## src/design/cyc_pkg.sv

```systemverilog
// Purpose: Constants and types for the transaction cycle accountant
// Assumes: Cost columns are ordered {4x, 2x, 1x}, so index 0 is 1x
// Notes: All costs are processor clock cycles; fill counts are bytes and fetch counts are words
package cyc_pkg;
    typedef logic [9:0] cost_t;
    typedef logic [2:0][9:0] col_t;

    typedef enum logic [5:0] {
        K_FETCH_CACHE, K_FETCH_EXT, K_FETCH_BURST, K_READ, K_TEST_AND_SET_OP_CACHE, K_TEST_AND_SET_OP_FIXED,
        K_WRITE, K_PAGE_FAULT, K_IN_INT, K_IN_EXT, K_OUT_INT, K_EPU_IF, K_EPU_CPU,
        K_EPU_WR, K_EPU_RD, K_IACK_NMI, K_IACK_M0, K_IACK_M123, K_HALT_TR, K_RESET_TR,
        K_RETI_TR, K_TEMPLATE, K_EPU_INT, K_EPU_XFER, K_EPU_MEM, K_TRAP_DIV_AV,
        K_TRAP_STEP, K_TRAP_SC, K_TRAP_EPU_A, K_TRAP_EPU_MEM, K_INT_13, K_INT_M0,
        K_INT_M2, K_INT_M3, K_INT_M3V, K_FATAL, K_RESET_PROC
    } kind_t;

    typedef enum logic {S_IDLE, S_RUN} state_t;

    localparam cost_t FETCH_CACHE_FIRST = 10'h004;
    localparam cost_t FETCH_CACHE_NEXT = 10'h001;
    localparam col_t FETCH_EXT_FIRST = {10'h011, 10'h00C, 10'h009};
    localparam col_t FETCH_EXT_NEXT = {10'h00D, 10'h008, 10'h005};
    localparam col_t FETCH_BURST_FIRST = {10'h01D, 10'h012, 10'h00C};
    localparam col_t FETCH_BURST_NEXT = {10'h019, 10'h00E, 10'h008};
    localparam cost_t DATA_HIT = 10'h005;
    localparam col_t DATA_MISS = {10'h010, 10'h00B, 10'h008};
    localparam cost_t UNAL_HIT_HIT = 10'h009;
    localparam col_t UNAL_ONE_MISS = {10'h014, 10'h00F, 10'h00C};
    localparam col_t UNAL_MISS_MISS = {10'h01F, 10'h015, 10'h00F};
    localparam cost_t TEST_AND_SET_OP_FIXED = 10'h006;
    localparam cost_t WRITE_SHORT = 10'h005;
    localparam col_t WRITE_UNAL = {10'h011, 10'h00C, 10'h009};
    localparam cost_t WRITE_UNAL_CACHED_EXTRA = 10'h001;
    localparam cost_t PAGE_FAULT = 10'h004;
    localparam cost_t IO_INTERNAL = 10'h005;
    localparam col_t IN_EXT = {10'h014, 10'h00D, 10'h009};
    localparam col_t EPU_IF = {10'h010, 10'h00B, 10'h008};
    localparam col_t EPU_CPU = {10'h014, 10'h00D, 10'h009};
    localparam col_t EPU_WR = {10'h018, 10'h00F, 10'h00A};
    localparam col_t EPU_RD = {10'h010, 10'h00B, 10'h008};
    localparam cost_t IACK_NMI = 10'h004;
    localparam col_t IACK_M0 = {10'h016, 10'h00D, 10'h008};
    localparam col_t IACK_M123 = {10'h018, 10'h00F, 10'h00A};
    localparam cost_t HALT_TR = 10'h005;
    localparam cost_t RESET_TR = 10'h006;
    localparam col_t RETI_TR = {10'h031, 10'h01F, 10'h015};
    localparam cost_t TEMPLATE = 10'h007;
    localparam cost_t EPU_INT = 10'h004;
    localparam cost_t EPU_XFER = 10'h006;
    localparam cost_t EPU_MEM = 10'h005;
    localparam cost_t TRAP_DIV_AV = 10'h019;
    localparam cost_t TRAP_STEP = 10'h01A;
    localparam cost_t TRAP_SC = 10'h01E;
    localparam cost_t TRAP_EPU_A = 10'h01F;
    localparam cost_t TRAP_EPU_MEM = 10'h026;
    localparam cost_t INT_13 = 10'h00D;
    localparam cost_t INT_M0 = 10'h009;
    localparam cost_t INT_M2 = 10'h010;
    localparam cost_t INT_M3 = 10'h01C;
    localparam cost_t INT_M3V = 10'h01F;
    localparam cost_t FATAL_MIN = 10'h00F;
    localparam cost_t RESET_PROC_MIN = 10'h003;
    localparam cost_t ADDR_ONE = 10'h001;
    localparam cost_t ADDR_TWO = 10'h002;
    localparam logic [1:0] MODE_BX = 2'h2;
    localparam logic [15:0] BURST_MASK = 16'hFFF8;
    localparam logic [15:0] WORD_MASK = 16'hFFFE;
    localparam logic [2:0] BURST_FILL = 3'h7;
    localparam logic [2:0] WORD_FILL = 3'h1;
    localparam logic [1:0] IFN_ALIGNED = 2'h1;
    localparam logic [1:0] IFN_UNALIGNED = 2'h2;
    localparam logic FIRST_PENDING_RST = 1'b1;
endpackage

```

## src/design/cyc_timer.sv

```systemverilog
// Purpose: Cycle accountant for bus transactions, fetch, exceptions and flushes
// Assumes: One request at a time; RATIO 0=1x, 1=2x, 2 or 3=4x
// Notes: Waits and pause arrive on pins and are synchronised
// Overview of operation
// RULE_01 - Pause holds off start and stretches coprocessor work
// RULE_02 - Template fetch base 7, one or two further words
// RULE_03 - Coprocessor word count from template byte count
// RULE_04 - Address modes add zero, one or two cycles
// RULE_05 - Flush pipeline after interrupt or trap entry
// RULE_06 - Trap entry bases 25, 30 and 38
// RULE_07 - Interrupt entry bases 16, 28 and 31
// RULE_08 - Fatal at least 15, reset at least 3
// RULE_09 - First cached byte costs 4, later 1
// RULE_10 - Slow bus ratios add phase alignment cycles
// RULE_11 - Sixteen-bit fetch caches the unrequested byte
// RULE_12 - Burst moves eight-byte aligned four-word block
// RULE_13 - Waits counted exclude built-in transaction waits
// RULE_14 - Aligned means even address on sixteen-bit bus
// RULE_15 - Reads cost 5, 9, or 15 plus waits
// RULE_16 - Page fault takes 4 then access trap
// RULE_17 - Writes 5; unaligned cached first 10 or 9+w
// RULE_18 - Flush when written byte valid in cache
// RULE_19 - Internal I/O 5, external read 9+w
// RULE_20 - Coprocessor transfers 8, 9, 10 plus waits
// RULE_21 - Acknowledge costs 4, 10+w, 8+w per byte
// RULE_22 - Halt 5, reset 6, return 21+w
// RULE_23 - Bus clock ratio input picks cost column
// RULE_24 - Outside parties signal waits on wait pin
`timescale 1ns/10ps
module cyc_timer (
    input wire logic CLK,                 // Processor clock
    input wire logic RST,                 // Synchronous reset
    input wire logic REQ,                 // Start a transaction
    input wire logic [5:0] KIND,          // Transaction kind code
    input wire logic [1:0] RATIO,         // Bus clock ratio select
    input wire logic [15:0] ADDR,         // Access address
    input wire logic WORD,                // Word access
    input wire logic BUS16,               // Transfer on sixteen-bit bus
    input wire logic HIT_FIRST,           // First byte in cache
    input wire logic HIT_SECOND,          // Second byte in cache
    input wire logic [1:0] ADDR_MODE,     // 0 none, 1 indexed class, 2 base index
    input wire logic [7:0] NBYTES,        // Template byte count
    input wire logic WRITE_IN_CACHE,      // Written byte valid in cache
    input wire logic WAIT_PIN,            // External wait request
    input wire logic PAUSE_PIN,           // Pause request
    output logic BUSY,                    // Transaction in progress
    output logic DONE,                    // Transaction finished pulse
    output logic [9:0] CYCLES,            // Cycles of last transaction
    output logic FLUSH,                   // Pipeline flush pulse
    output logic TRAP_AV,                 // Access violation trap pulse
    output logic [7:0] KWORDS,            // Coprocessor word transfers
    output logic [15:0] BLOCK_ADDR,       // Fetched word or block address
    output logic [2:0] FILL_BYTES,        // Extra bytes placed in cache
    output logic [1:0] FOLLOW_FETCHES,    // Further template words to fetch
    output logic FIRST_PENDING            // Next fetch counts as first byte
);
    typedef struct packed {
        cyc_pkg::state_t state;
        cyc_pkg::kind_t kind;
        cyc_pkg::cost_t remain;
        cyc_pkg::cost_t count;
        logic [1:0] bus_phase;
        logic [2:0] wait_sync;
        logic [2:0] pause_sync;
        logic wait_lvl;
        logic pause_lvl;
        logic ext;
        logic skip_wait;
        logic wr_hit;
        logic first;
        logic busy;
        logic done;
        logic flush;
        logic trap;
        cyc_pkg::cost_t cycles;
        logic [7:0] kwords;
        logic [15:0] block_addr;
        logic [2:0] fill;
        logic [1:0] follow_ifn;
    } st_t;

    st_t st;
    st_t next_st;
    logic start;
    logic aligned;
    cyc_pkg::kind_t kind_in;
    cyc_pkg::cost_t cost;

    function automatic logic [2:0] ratio_n(input logic [1:0] r);
        return (r == 2'h0) ? 3'h1 : (r == 2'h1) ? 3'h2 : 3'h4;
    endfunction

    function automatic cyc_pkg::cost_t pick(input cyc_pkg::col_t c, input logic [1:0] r);
        return (r == 2'h0) ? c[0] : (r == 2'h1) ? c[1] : c[2]; // RULE_23
    endfunction

    function automatic logic epu_instr(input cyc_pkg::kind_t k);
        return k inside {cyc_pkg::K_EPU_INT, cyc_pkg::K_EPU_XFER, cyc_pkg::K_EPU_MEM};
    endfunction

    function automatic logic is_entry(input cyc_pkg::kind_t k);
        return k inside {cyc_pkg::K_TRAP_DIV_AV, cyc_pkg::K_TRAP_STEP, cyc_pkg::K_TRAP_SC,
            cyc_pkg::K_TRAP_EPU_A, cyc_pkg::K_TRAP_EPU_MEM, cyc_pkg::K_INT_13,
            cyc_pkg::K_INT_M0, cyc_pkg::K_INT_M2, cyc_pkg::K_INT_M3, cyc_pkg::K_INT_M3V};
    endfunction

    function automatic logic needs_bus(input cyc_pkg::kind_t k, input logic w, input logic al,
                                       input logic h1, input logic h2);
        unique case (k)
            cyc_pkg::K_FETCH_EXT, cyc_pkg::K_FETCH_BURST, cyc_pkg::K_TEST_AND_SET_OP_CACHE,
            cyc_pkg::K_IN_EXT, cyc_pkg::K_EPU_IF, cyc_pkg::K_EPU_CPU, cyc_pkg::K_EPU_WR,
            cyc_pkg::K_EPU_RD, cyc_pkg::K_IACK_M0, cyc_pkg::K_IACK_M123,
            cyc_pkg::K_RETI_TR: return 1'b1;
            cyc_pkg::K_READ: return (!w || al) ? !h1 : !(h1 && h2);
            cyc_pkg::K_WRITE: return w && !al;
            default: return 1'b0;
        endcase
    endfunction

    function automatic cyc_pkg::cost_t base_cost(input cyc_pkg::kind_t k, input logic [1:0] r,
            input logic fst, input logic w, input logic al, input logic h1, input logic h2);
        unique case (k)
            cyc_pkg::K_FETCH_CACHE: return fst ? cyc_pkg::FETCH_CACHE_FIRST
                                               : cyc_pkg::FETCH_CACHE_NEXT; // RULE_09
            cyc_pkg::K_FETCH_EXT: return fst ? pick(cyc_pkg::FETCH_EXT_FIRST, r)
                                             : pick(cyc_pkg::FETCH_EXT_NEXT, r);
            cyc_pkg::K_FETCH_BURST: return fst ? pick(cyc_pkg::FETCH_BURST_FIRST, r)
                                               : pick(cyc_pkg::FETCH_BURST_NEXT, r);
            cyc_pkg::K_READ: begin // RULE_15
                if (!w || al) begin
                    return h1 ? cyc_pkg::DATA_HIT : pick(cyc_pkg::DATA_MISS, r);
                end
                if (h1 && h2) begin
                    return cyc_pkg::UNAL_HIT_HIT;
                end
                return (h1 ^ h2) ? pick(cyc_pkg::UNAL_ONE_MISS, r) : pick(cyc_pkg::UNAL_MISS_MISS, r);
            end
            cyc_pkg::K_TEST_AND_SET_OP_CACHE: return pick(cyc_pkg::DATA_MISS, r);
            cyc_pkg::K_TEST_AND_SET_OP_FIXED: return cyc_pkg::TEST_AND_SET_OP_FIXED;
            cyc_pkg::K_WRITE: return (w && !al) ? pick(cyc_pkg::WRITE_UNAL, r) : cyc_pkg::WRITE_SHORT; // RULE_17
            cyc_pkg::K_PAGE_FAULT: return cyc_pkg::PAGE_FAULT; // RULE_16
            cyc_pkg::K_IN_INT, cyc_pkg::K_OUT_INT: return cyc_pkg::IO_INTERNAL; // RULE_19
            cyc_pkg::K_IN_EXT: return pick(cyc_pkg::IN_EXT, r); // RULE_19
            cyc_pkg::K_EPU_IF: return pick(cyc_pkg::EPU_IF, r); // RULE_20
            cyc_pkg::K_EPU_CPU: return pick(cyc_pkg::EPU_CPU, r); // RULE_20
            cyc_pkg::K_EPU_WR: return pick(cyc_pkg::EPU_WR, r); // RULE_20
            cyc_pkg::K_EPU_RD: return pick(cyc_pkg::EPU_RD, r); // RULE_20
            cyc_pkg::K_IACK_NMI: return cyc_pkg::IACK_NMI; // RULE_21
            cyc_pkg::K_IACK_M0: return pick(cyc_pkg::IACK_M0, r); // RULE_21
            cyc_pkg::K_IACK_M123: return pick(cyc_pkg::IACK_M123, r); // RULE_21
            cyc_pkg::K_HALT_TR: return cyc_pkg::HALT_TR; // RULE_22
            cyc_pkg::K_RESET_TR: return cyc_pkg::RESET_TR; // RULE_22
            cyc_pkg::K_RETI_TR: return pick(cyc_pkg::RETI_TR, r); // RULE_22
            cyc_pkg::K_TEMPLATE: return cyc_pkg::TEMPLATE; // RULE_02
            cyc_pkg::K_EPU_INT: return cyc_pkg::EPU_INT;
            cyc_pkg::K_EPU_XFER: return cyc_pkg::EPU_XFER;
            cyc_pkg::K_EPU_MEM: return cyc_pkg::EPU_MEM;
            cyc_pkg::K_TRAP_DIV_AV: return cyc_pkg::TRAP_DIV_AV; // RULE_06
            cyc_pkg::K_TRAP_STEP: return cyc_pkg::TRAP_STEP;
            cyc_pkg::K_TRAP_SC: return cyc_pkg::TRAP_SC; // RULE_06
            cyc_pkg::K_TRAP_EPU_A: return cyc_pkg::TRAP_EPU_A;
            cyc_pkg::K_TRAP_EPU_MEM: return cyc_pkg::TRAP_EPU_MEM; // RULE_06
            cyc_pkg::K_INT_13: return cyc_pkg::INT_13;
            cyc_pkg::K_INT_M0: return cyc_pkg::INT_M0;
            cyc_pkg::K_INT_M2: return cyc_pkg::INT_M2; // RULE_07
            cyc_pkg::K_INT_M3: return cyc_pkg::INT_M3; // RULE_07
            cyc_pkg::K_INT_M3V: return cyc_pkg::INT_M3V; // RULE_07
            cyc_pkg::K_FATAL: return cyc_pkg::FATAL_MIN; // RULE_08
            cyc_pkg::K_RESET_PROC: return cyc_pkg::RESET_PROC_MIN; // RULE_08
            default: return cyc_pkg::FETCH_CACHE_NEXT;
        endcase
    endfunction

    function automatic logic [7:0] kwords_of(input logic [7:0] n, input logic al);
        logic [8:0] n9;
        n9 = {1'b0, n};
        if (n[0]) begin
            return 8'((n9 + 9'h001) >> 1);
        end
        return al ? 8'(n9 >> 1) : 8'((n9 + 9'h002) >> 1);
    endfunction

    assign kind_in = cyc_pkg::kind_t'(KIND);
    assign aligned = !ADDR[0] && BUS16; // RULE_14
    assign start = (st.state == cyc_pkg::S_IDLE) && REQ && !st.pause_lvl; // RULE_01

    always_comb begin
        logic ext;
        logic [2:0] rn;
        ext = needs_bus(kind_in, WORD, aligned, HIT_FIRST, HIT_SECOND);
        rn = ratio_n(RATIO);
        next_st = st;
        next_st.done = 1'b0;
        next_st.flush = 1'b0;
        next_st.trap = 1'b0;
        // Three-stage synchronisers, level taken when stages two and three agree
        next_st.wait_sync = {st.wait_sync[1:0], WAIT_PIN}; // RULE_24
        next_st.pause_sync = {st.pause_sync[1:0], PAUSE_PIN};
        if (st.wait_sync[1] == st.wait_sync[2]) begin
            next_st.wait_lvl = st.wait_sync[1];
        end
        if (st.pause_sync[1] == st.pause_sync[2]) begin
            next_st.pause_lvl = st.pause_sync[1];
        end
        next_st.bus_phase = ({1'b0, st.bus_phase} + 3'h1 >= rn) ? 2'h0 : 2'(st.bus_phase + 2'h1);
        cost = base_cost(kind_in, RATIO, st.first, WORD, aligned, HIT_FIRST, HIT_SECOND);
        if (kind_in inside {cyc_pkg::K_READ, cyc_pkg::K_WRITE, cyc_pkg::K_EPU_MEM,
                            cyc_pkg::K_TRAP_EPU_MEM}) begin
            cost = cost + ((ADDR_MODE == cyc_pkg::MODE_BX) ? cyc_pkg::ADDR_TWO :
                           (ADDR_MODE != 2'h0) ? cyc_pkg::ADDR_ONE : 10'h000); // RULE_04
        end
        // Unaligned write with cached first byte at 1x: 10 for w of 0 or 1, else 9+w
        if (kind_in == cyc_pkg::K_WRITE && WORD && !aligned && HIT_FIRST && RATIO == 2'h0) begin
            cost = cost + cyc_pkg::WRITE_UNAL_CACHED_EXTRA; // RULE_17
        end
        // Phase left over from a wider ratio adds nothing
        if (ext && st.bus_phase != 2'h0 && {1'b0, st.bus_phase} < rn) begin
            cost = cyc_pkg::cost_t'(cost + cyc_pkg::cost_t'(rn - {1'b0, st.bus_phase})); // RULE_10
        end
        unique case (st.state)
            cyc_pkg::S_IDLE: begin
                if (start) begin
                    next_st.state = cyc_pkg::S_RUN;
                    next_st.busy = 1'b1;
                    next_st.kind = kind_in;
                    next_st.remain = cost;
                    next_st.count = 10'h000;
                    next_st.ext = ext;
                    next_st.wr_hit = WRITE_IN_CACHE;
                    next_st.skip_wait = (kind_in == cyc_pkg::K_WRITE) && WORD && !aligned
                                        && HIT_FIRST && RATIO == 2'h0; // RULE_17
                    if (kind_in inside {cyc_pkg::K_EPU_MEM, cyc_pkg::K_TRAP_EPU_MEM}) begin
                        next_st.kwords = kwords_of(NBYTES, aligned); // RULE_03
                    end
                    if (kind_in == cyc_pkg::K_TEMPLATE) begin
                        next_st.follow_ifn = aligned ? cyc_pkg::IFN_ALIGNED : cyc_pkg::IFN_UNALIGNED; // RULE_02
                    end
                    if (kind_in == cyc_pkg::K_FETCH_BURST) begin
                        next_st.block_addr = ADDR & cyc_pkg::BURST_MASK; // RULE_12
                        next_st.fill = cyc_pkg::BURST_FILL; // RULE_12
                    end else if (kind_in == cyc_pkg::K_FETCH_EXT) begin
                        next_st.block_addr = BUS16 ? (ADDR & cyc_pkg::WORD_MASK) : ADDR;
                        next_st.fill = BUS16 ? cyc_pkg::WORD_FILL : 3'h0; // RULE_11
                    end
                end
            end
            cyc_pkg::S_RUN: begin
                next_st.count = st.count + 10'h001;
                if (epu_instr(st.kind) && st.pause_lvl) begin
                    next_st.remain = st.remain; // RULE_01
                end else if (st.ext && st.wait_lvl && st.bus_phase == 2'h0 && !st.skip_wait) begin
                    // Each wait stretches by one bus clock; built-in waits are in the base
                    next_st.remain = cyc_pkg::cost_t'(st.remain + cyc_pkg::cost_t'(rn) - 10'h001); // RULE_13
                end else if (st.remain == 10'h001) begin
                    next_st.state = cyc_pkg::S_IDLE;
                    next_st.busy = 1'b0;
                    next_st.done = 1'b1;
                    next_st.cycles = st.count + 10'h001;
                    next_st.trap = st.kind == cyc_pkg::K_PAGE_FAULT; // RULE_16
                    next_st.flush = is_entry(st.kind) || epu_instr(st.kind)
                                    || (st.kind == cyc_pkg::K_WRITE && st.wr_hit); // RULE_05 RULE_18
                    if (next_st.flush) begin
                        next_st.first = 1'b1;
                    end else if (st.kind inside {cyc_pkg::K_FETCH_CACHE, cyc_pkg::K_FETCH_EXT,
                                                 cyc_pkg::K_FETCH_BURST}) begin
                        next_st.first = 1'b0; // RULE_09
                    end
                end else begin
                    next_st.remain = st.remain - 10'h001;
                end
                if (st.ext && st.wait_lvl && st.bus_phase == 2'h0) begin
                    next_st.skip_wait = 1'b0;
                end
            end
        endcase
    end

    always_ff @(posedge CLK) begin
        if (RST) begin
            st <= '0;
            st.first <= cyc_pkg::FIRST_PENDING_RST;
        end else begin
            st <= next_st;
        end
    end

    assign BUSY = st.busy;
    assign DONE = st.done;
    assign CYCLES = st.cycles;
    assign FLUSH = st.flush;
    assign TRAP_AV = st.trap;
    assign KWORDS = st.kwords;
    assign BLOCK_ADDR = st.block_addr;
    assign FILL_BYTES = st.fill;
    assign FOLLOW_FETCHES = st.follow_ifn;
    assign FIRST_PENDING = st.first;
endmodule // cyc_timer

```

## config.mk

```make
export PLATFORM = sky130hd
export DESIGN_NAME = cyc_timer
export DESIGN_NICKNAME = d
export VERILOG_FILES = /design/src/design/cyc_pkg.sv /design/src/design/cyc_timer.sv
export SDC_FILE = /design/constraint.sdc
export NUM_CORES = 1
export LEC_CHECK = 0
export CAP_MARGIN = 20
export CORE_AREA = 2 2 139 141
export CTS_CLUSTER_SIZE = 8
export DETAILED_ROUTE_END_ITERATION = 12
export DIE_AREA = 0 0 141 143
export DONT_BUFFER_PORTS = 1
export PLACE_DENSITY = 0.59
export SETUP_SLACK_MARGIN = 0.5
export SYNTH_ARGS = -nofsm -noshare
export SYNTH_HDL_FRONTEND = slang
export SYNTH_SLANG_ARGS = --single-unit
```

## constraint.sdc

```tcl
create_clock -name CLK -period 5.4 [get_ports CLK]
set_clock_uncertainty 0.2 [all_clocks]
set_input_delay 0.54 -clock CLK [delete_from_list [all_inputs] [get_ports CLK]]
set_output_delay 0.54 -clock CLK [all_outputs]
set_load 0.03 [all_outputs]
```

Word level (Yosys, flattened, before mapping)
Cells that the tools add are included.

cells by class
  add/sub/neg operators = 12
  $lt $le $gt $ge = 2
  equality and inequality tests = 64
  multiplexer cells = 78
  bitwise gates (word level) = 5
  reductions and logical operators = 59

operator list
  kind                   number
  $pmux 10 s25           1
  $eq 6x5->1 const B     26
  $mux 10                11
  $mux 5                 20
  $eq 6x4->1 const B     8
  $eq 6x6->1 const B     8
  $mux 14                3
  $pmux 20 s2            1
  $mux 19                2
  $eq 6x3->1 const B     6
  $mux 27                1
  $mux 8                 3
  $add 10x1->10 const B  2
  $mux 1                 20
  $sub 10x1->10 const B  2
  $eq 6x2->1 const B     3
  $logic_and 1x1->1      16
  $eq 6x1->1 const B     2
  $logic_not 6->1        2
  $mux 3                 4
  $mux 4                 3
  $mux 6                 2
  $reduce_and 3->1       4
  $reduce_or 11->1       1
  other kinds (36)       69

word-level totals
  bits in registers = 84
  input bits = 44
  output and inout port bits = 44
  logic and storage cells = 242

Longest topological paths before layout
  word-level depth = 18
  gate-level depth with buffers = 26

Worst setup path before layout
OpenSTA, ideal clock, no wires.

  path type = input -> register
  start = in KIND[0]
  end = reg st[75] (netlist name)
  setup time = 0.095 ns
  arrival = 4.941 ns
  required time = 5.105 ns
  setup slack = 0.163 ns
  cell stages on the path = 24
  cell sequence = buf_4 buf_6 buf_6 buf_2 a211o_1 nand2_1 nand2_1 a211oi_1 nand2_1 ha_1 inv_1 fa_1 mux2i_1 ha_1 mux2_2 fa_1 a21o_1 a21oi_1 o21bai_1 a2111oi_0 nor2_1 xor2_1 nand2_1 a221oi_1

between the ends
  cells in the longest elaborated chain, start to end = 11

ends and longest elaborated chain
  what                                                            line                                source
  start, declared                                                 cyc_timer.sv:34                     input wire logic [5:0] KIND,
  $eq 6x5->1, or another cell as far along                        cyc_timer.sv:122, cyc_timer.sv:207
  $reduce_or 4->1 (no source line), or another cell as far along  --
  $pmux 10 s25                                                    cyc_timer.sv:122                    unique case (k)
  $add 10x2->10                                                   cyc_timer.sv:209                    cost = cost + ((ADDR_MODE == cyc_pkg::MODE_BX) ? cyc_pkg::ADDR_TWO :
  $mux 10                                                         cyc_timer.sv:207                    if (kind_in inside {cyc_pkg::K_READ, cyc_pkg::K_WRITE, cyc_pkg::K_EPU_MEM,
  $add 10x1->10                                                   cyc_timer.sv:214                    cost = cost + cyc_pkg::WRITE_UNAL_CACHED_EXTRA;
  $mux 10                                                         cyc_timer.sv:213                    if (kind_in == cyc_pkg::K_WRITE && WORD && !aligned && HIT_FIRST && RATIO == 2'h0) begin
  $add 10x10->10                                                  cyc_timer.sv:218                    cost = cyc_pkg::cost_t'(cost + cyc_pkg::cost_t'(rn - {1'b0, st.bus_phase}));
  $mux 10 *                                                       cyc_timer.sv:217                    if (ext && st.bus_phase != 2'h0 && {1'b0, st.bus_phase} < rn) begin
  $mux 27 *                                                       cyc_timer.sv:222                    if (start) begin
  $pmux 20 s2 *                                                   cyc_timer.sv:220                    unique case (st.state)
  end signal, assigned                                            cyc_timer.sv:283                    st <= next_st;
  end, declared                                                   cyc_timer.sv:82                     st_t st;

Every way passes the cells marked *; elsewhere a longest branch is shown, timed or not. The select of a mux whose other input is x is not followed.
A chain may end at the register's enable or synchronous reset.

Worst setup path after layout
  start = in HIT_FIRST
  end = reg st[74] (netlist name)

between the ends
  cells in the longest elaborated chain, start to end = 15

ends and longest elaborated chain
  what                  line                                source
  start, declared       cyc_timer.sv:39                     input wire logic HIT_FIRST,
  $logic_and 1x1->1     cyc_timer.sv:114, cyc_timer.sv:133
  $mux 1 (2 in series)  cyc_timer.sv:133                    if (h1 && h2) begin
  $mux 1                cyc_timer.sv:122
  $mux 10               cyc_timer.sv:136                    return (h1 ^ h2) ? pick(cyc_pkg::UNAL_ONE_MISS, r) : pick(cyc_pkg::UNAL_MISS_MISS, r);
  $mux 10               cyc_timer.sv:133
  $pmux 10 s25          cyc_timer.sv:122
  $add 10x2->10         cyc_timer.sv:209
  $mux 10               cyc_timer.sv:207
  $add 10x1->10         cyc_timer.sv:214
  $mux 10               cyc_timer.sv:213
  $add 10x10->10        cyc_timer.sv:218
  $mux 10 *             cyc_timer.sv:217
  $mux 27 *             cyc_timer.sv:222
  $pmux 20 s2 *         cyc_timer.sv:220

Marks and branches as above.

==> summary.md <==
| Metric | Value |
|---|---|
| Combinational share of power | `26.4%` |
| Slew @ Worst Pin | `726.8 ps` |
| Vias in the first global route | `5002` |
| GRT Util Overall | `15.88%` |
| Critical path class | `in -> reg` |
| Clock Sinks | `83` |
| Flops & latches, synth | `83` |
| GPL Wtd Cong | `0.8568` |
| CTS Hold Bufs | `0` |
| CP Capture Type | `flop` |
| Core Area | `18580 sq um` |
| Number of distinct library cells after synthesis | `84` |
| Static Leakage | `2.468 nW` |
| Synth-to-Final Area Change | `4.735%` |
| Dpl hpwl | `11750 um` |
| Io pins | `88` |
| Internal power | `0.001259 W` |
| Tmin final | `4637 ps` |
| Seq pwr share | `36.8%` |
| DR vias | `5287` |
| Largest net degree at the start of global routing | `81` |
| Chip height | `143 um` |
| Syn Inst Count | `814` |
| Sw Pwr | `0.0005466 W` |
| Clock transition at path regs | `60 ps` |
| Root Driver | `clkbuf_16` |
| Hold Slack | `78.07 ps` |
| CP Data Arrival Time | `4650 ps` |
| Power Dens Cells | `269.6 nW/um^2` |
| Initial core utilization | `34.42%` |
| Die width | `141 um` |
| CTS max path bufs | `2` |
| Clock tree from TritonCTS | `built` |
| Req. time, crit path | `5420 ps` |
| Clock share of power | `36.8%` |
| Buffers on Ports | `0` |
| Row count | `50` |
| Max_slew headroom | `51.55%` |
| Routed len/inst | `16.15 um` |
| Global-route wire length before repair | `26230 um` |
| Max IR drop VDD | `0.1503 mV` |
| Post-DRT Antenna Nets | `0` |
| RSZ-0062 raised after global routing | `no` |
| Slew Viols, Final | `0` |
| Post-synth EDFFs | `0` |
| Fin crit share | `85.87%` |
| Sw Ratio | `30.27%` |
| Fmax | `215.7 MHz` |
| Share of layout cells above drive strength 1 | `10.28%` |
| Syn. warnings | `0` |
| Post-synthesis sequential area ratio | `25.98%` |
| Final Hold Vio Count | `0` |
| Drt first-iter violations | `303` |
| Die area | `20160 sq um` |
| Initial antenna violation count | `0` |
| Status | `finished, final reports clean` |
| Layout fillers | `1959` |
| Crit-path max FO | `5` |
| Fin util | `36.05%` |
| Top cells by area, synth | `dfxtp_1 (26%), ha_1 (7.8%), buf_4 (5.9%), a21oi_1 (5.7%), nand2_1 (5.6%)` |
| CP startpoint kind | `primary input` |
| Setup TNS Final | `0 ps` |
| Avg Cell Area, Syn | `7.856 sq um` |
| Share of the synthesized area in the top cell type | `25.98%` |
| Mapped Area | `6395 sq um` |
| Via/cell ratio | `5.324` |
| Final Setup Violations | `0` |
| Pre-antenna DRT Iters | `6` |
| Synth Flop Type | `dfxtp_1` |
| Worst-skew pair later-pin latency | `340 ps` |
| Clock H-tree levels | `3` |
| Drt drc | `0` |
| # nets final | `842` |
| Inserted Diodes | `0` |
| Max-capacitance violation count | `0` |
| Async set or reset register ratio after synthesis | `0%` |
| Hold WC Path Type | `in -> reg` |
| Overflow left after global routing | `0` |
| CTS Buf Count | `9` |
| Largest area contributor in the netlist | `dfxtp_1` |
| Drt total wl | `16040 um` |
-- registers in the layout (all words and copies together), names as in the netlist, 2 cells and up --
signal	flops
FILL_BYTES	2
st	36
KWORDS	8
FOLLOW_FETCHES	2
CYCLES	10
next_st	4
BLOCK_ADDR	16
-- critical path, stage by stage --
cell,delay (ps)
ha_4,240
nor3b_2,160
o31ai_2,310
a311oi_2,160
nand2_1,100
ha_2,180
inv_2,40
fa_1,480
mux2i_1,200
ha_2,310
mux2_4,290
ha_4,220
a21o_1,180
a21oi_2,180
o21ai_1,110
a211o_1,340
and2_1,160
xor2_1,150
a221oi_2,240
a211oi_1,60
-- per-layer routing --
metal | up-vias | wire length (um) | global-route usage (%)
met5 | - | 0 | 0
met4 | 0 | 187 | 2.737
met3 | 15 | 780 | 3.521
met2 | 139 | 7638 | 26.01
met1 | 2434 | 7430 | 21.77
li1 | 2699 | - | -
-- cell usage after synthesis (4+ instances only) --
| library cell | n |
|---|---|
| ha_1 | 40 |
| o211ai_1 | 8 |
| a221oi_1 | 10 |
| nand2_1 | 96 |
| nand3_1 | 25 |
| buf_4 | 50 |
| xor2_1 | 19 |
| a221oi_2 | 5 |
| and2_1 | 7 |
| a2111oi_0 | 4 |
| a22oi_1 | 5 |
| nand4_1 | 10 |
| mux2i_1 | 5 |
| clkbuf_1 | 25 |
| a31oi_1 | 8 |
| a21o_1 | 12 |
| o21bai_1 | 4 |
| nand2b_1 | 9 |
| nor3b_1 | 10 |
| a21oi_1 | 73 |
| a211oi_1 | 11 |
| fa_1 | 4 |
| buf_2 | 6 |
| nor3_1 | 9 |
| dfxtp_1 | 83 |
| o21ai_0 | 26 |
| nor2_1 | 72 |
| and3_1 | 10 |
| nor2b_1 | 20 |
| xnor2_1 | 24 |
| nand3b_1 | 10 |
| nor4b_1 | 4 |
| inv_1 | 38 |
-- cells in the final DEF, fill, tap and decap left out, types with 12 or more instances in the layout --
cell	n
ha_1	35
xor2_1	19
inv_1	37
a21o_1	12
dfxtp_1	83
nor2_1	72
buf_4	14
a21oi_1	71
xnor2_1	24
o21ai_0	24
nor2b_1	19
nand3_1	25
nand2_1	96
-- per-stage QoR --
step	setup slack, ps	power [W]	cell area [sq um]	std cells
CTS	596.2	0.001811	6615	990
global placement	335.2	0.001136	6290	974
floorplan	474.3	0.001077	6462	815
detailed placement	237.3	0.001139	6290	974
finish	763.0	0.001806	6698	993
global route	468.6	0.001911	6698	993
-- path summary, 6_finish.rpt --
| path | from | endpoint | slack (ps) | cells after the start |
|---|---|---|---|---|
| max | HIT_FIRST | st[74]$_SDFFE_PP0P_ | 760 | 20 |
| min | RST | CYCLES[9]$_SDFFE_PP0P_ | 80 | 1 |
| max reg2reg | FIRST_PENDING$_SDFFE_PP1P_ | st[74]$_SDFFE_PP0P_ | 990 | 20 |
| min reg2reg | next_st[53]$_SDFF_PP0_ | next_st[54]$_SDFF_PP0_ | 240 | 1 |
-- power groups by stage --
stage          Clock (W)  Combinational, W  Sequential, W
6_report        0.000665          0.000477       0.000664
5_1_grt         0.000708          0.000536       0.000668
4_1_cts         0.000682          0.000465       0.000664
3_5_place_dp           0          0.000461       0.000678
3_3_place_gp           0          0.000458       0.000678
2_1_floorplan          0          0.000412       0.000666
-- logic make-up after synthesis --
logic type | share of synthesized area [%]
AND/OR/NAND/NOR | 24.46
AO/OA/AOI/OAI | 22.15
buffers and inverters | 10.72
flip-flops | 25.98
adder cells (fa/ha/maj) | 9.235
XOR/XNOR | 6.144
multiplexers | 1.193
other | 0.1174
-- layout make-up --
class,instances,area (sq um),share of cell area (%)
Sequential cell,83,1662,24.81
Clock buffer,9,225.2,3.363
Tap cell,234,292.8,4.371
Multi-Input combinational cell,606,4160,62.11
Clock inverter,7,100.1,1.494
Inverter,40,152.6,2.279
Timing Repair Buffer,14,105.1,1.569
-- what timing repair did --
action / in CTS / in global routing
buffers inserted: 0 / 3
endpoints found under the setup margin: 0 / 3
resized for setup: 0 / 13
(Power assumes the default switching activity.)
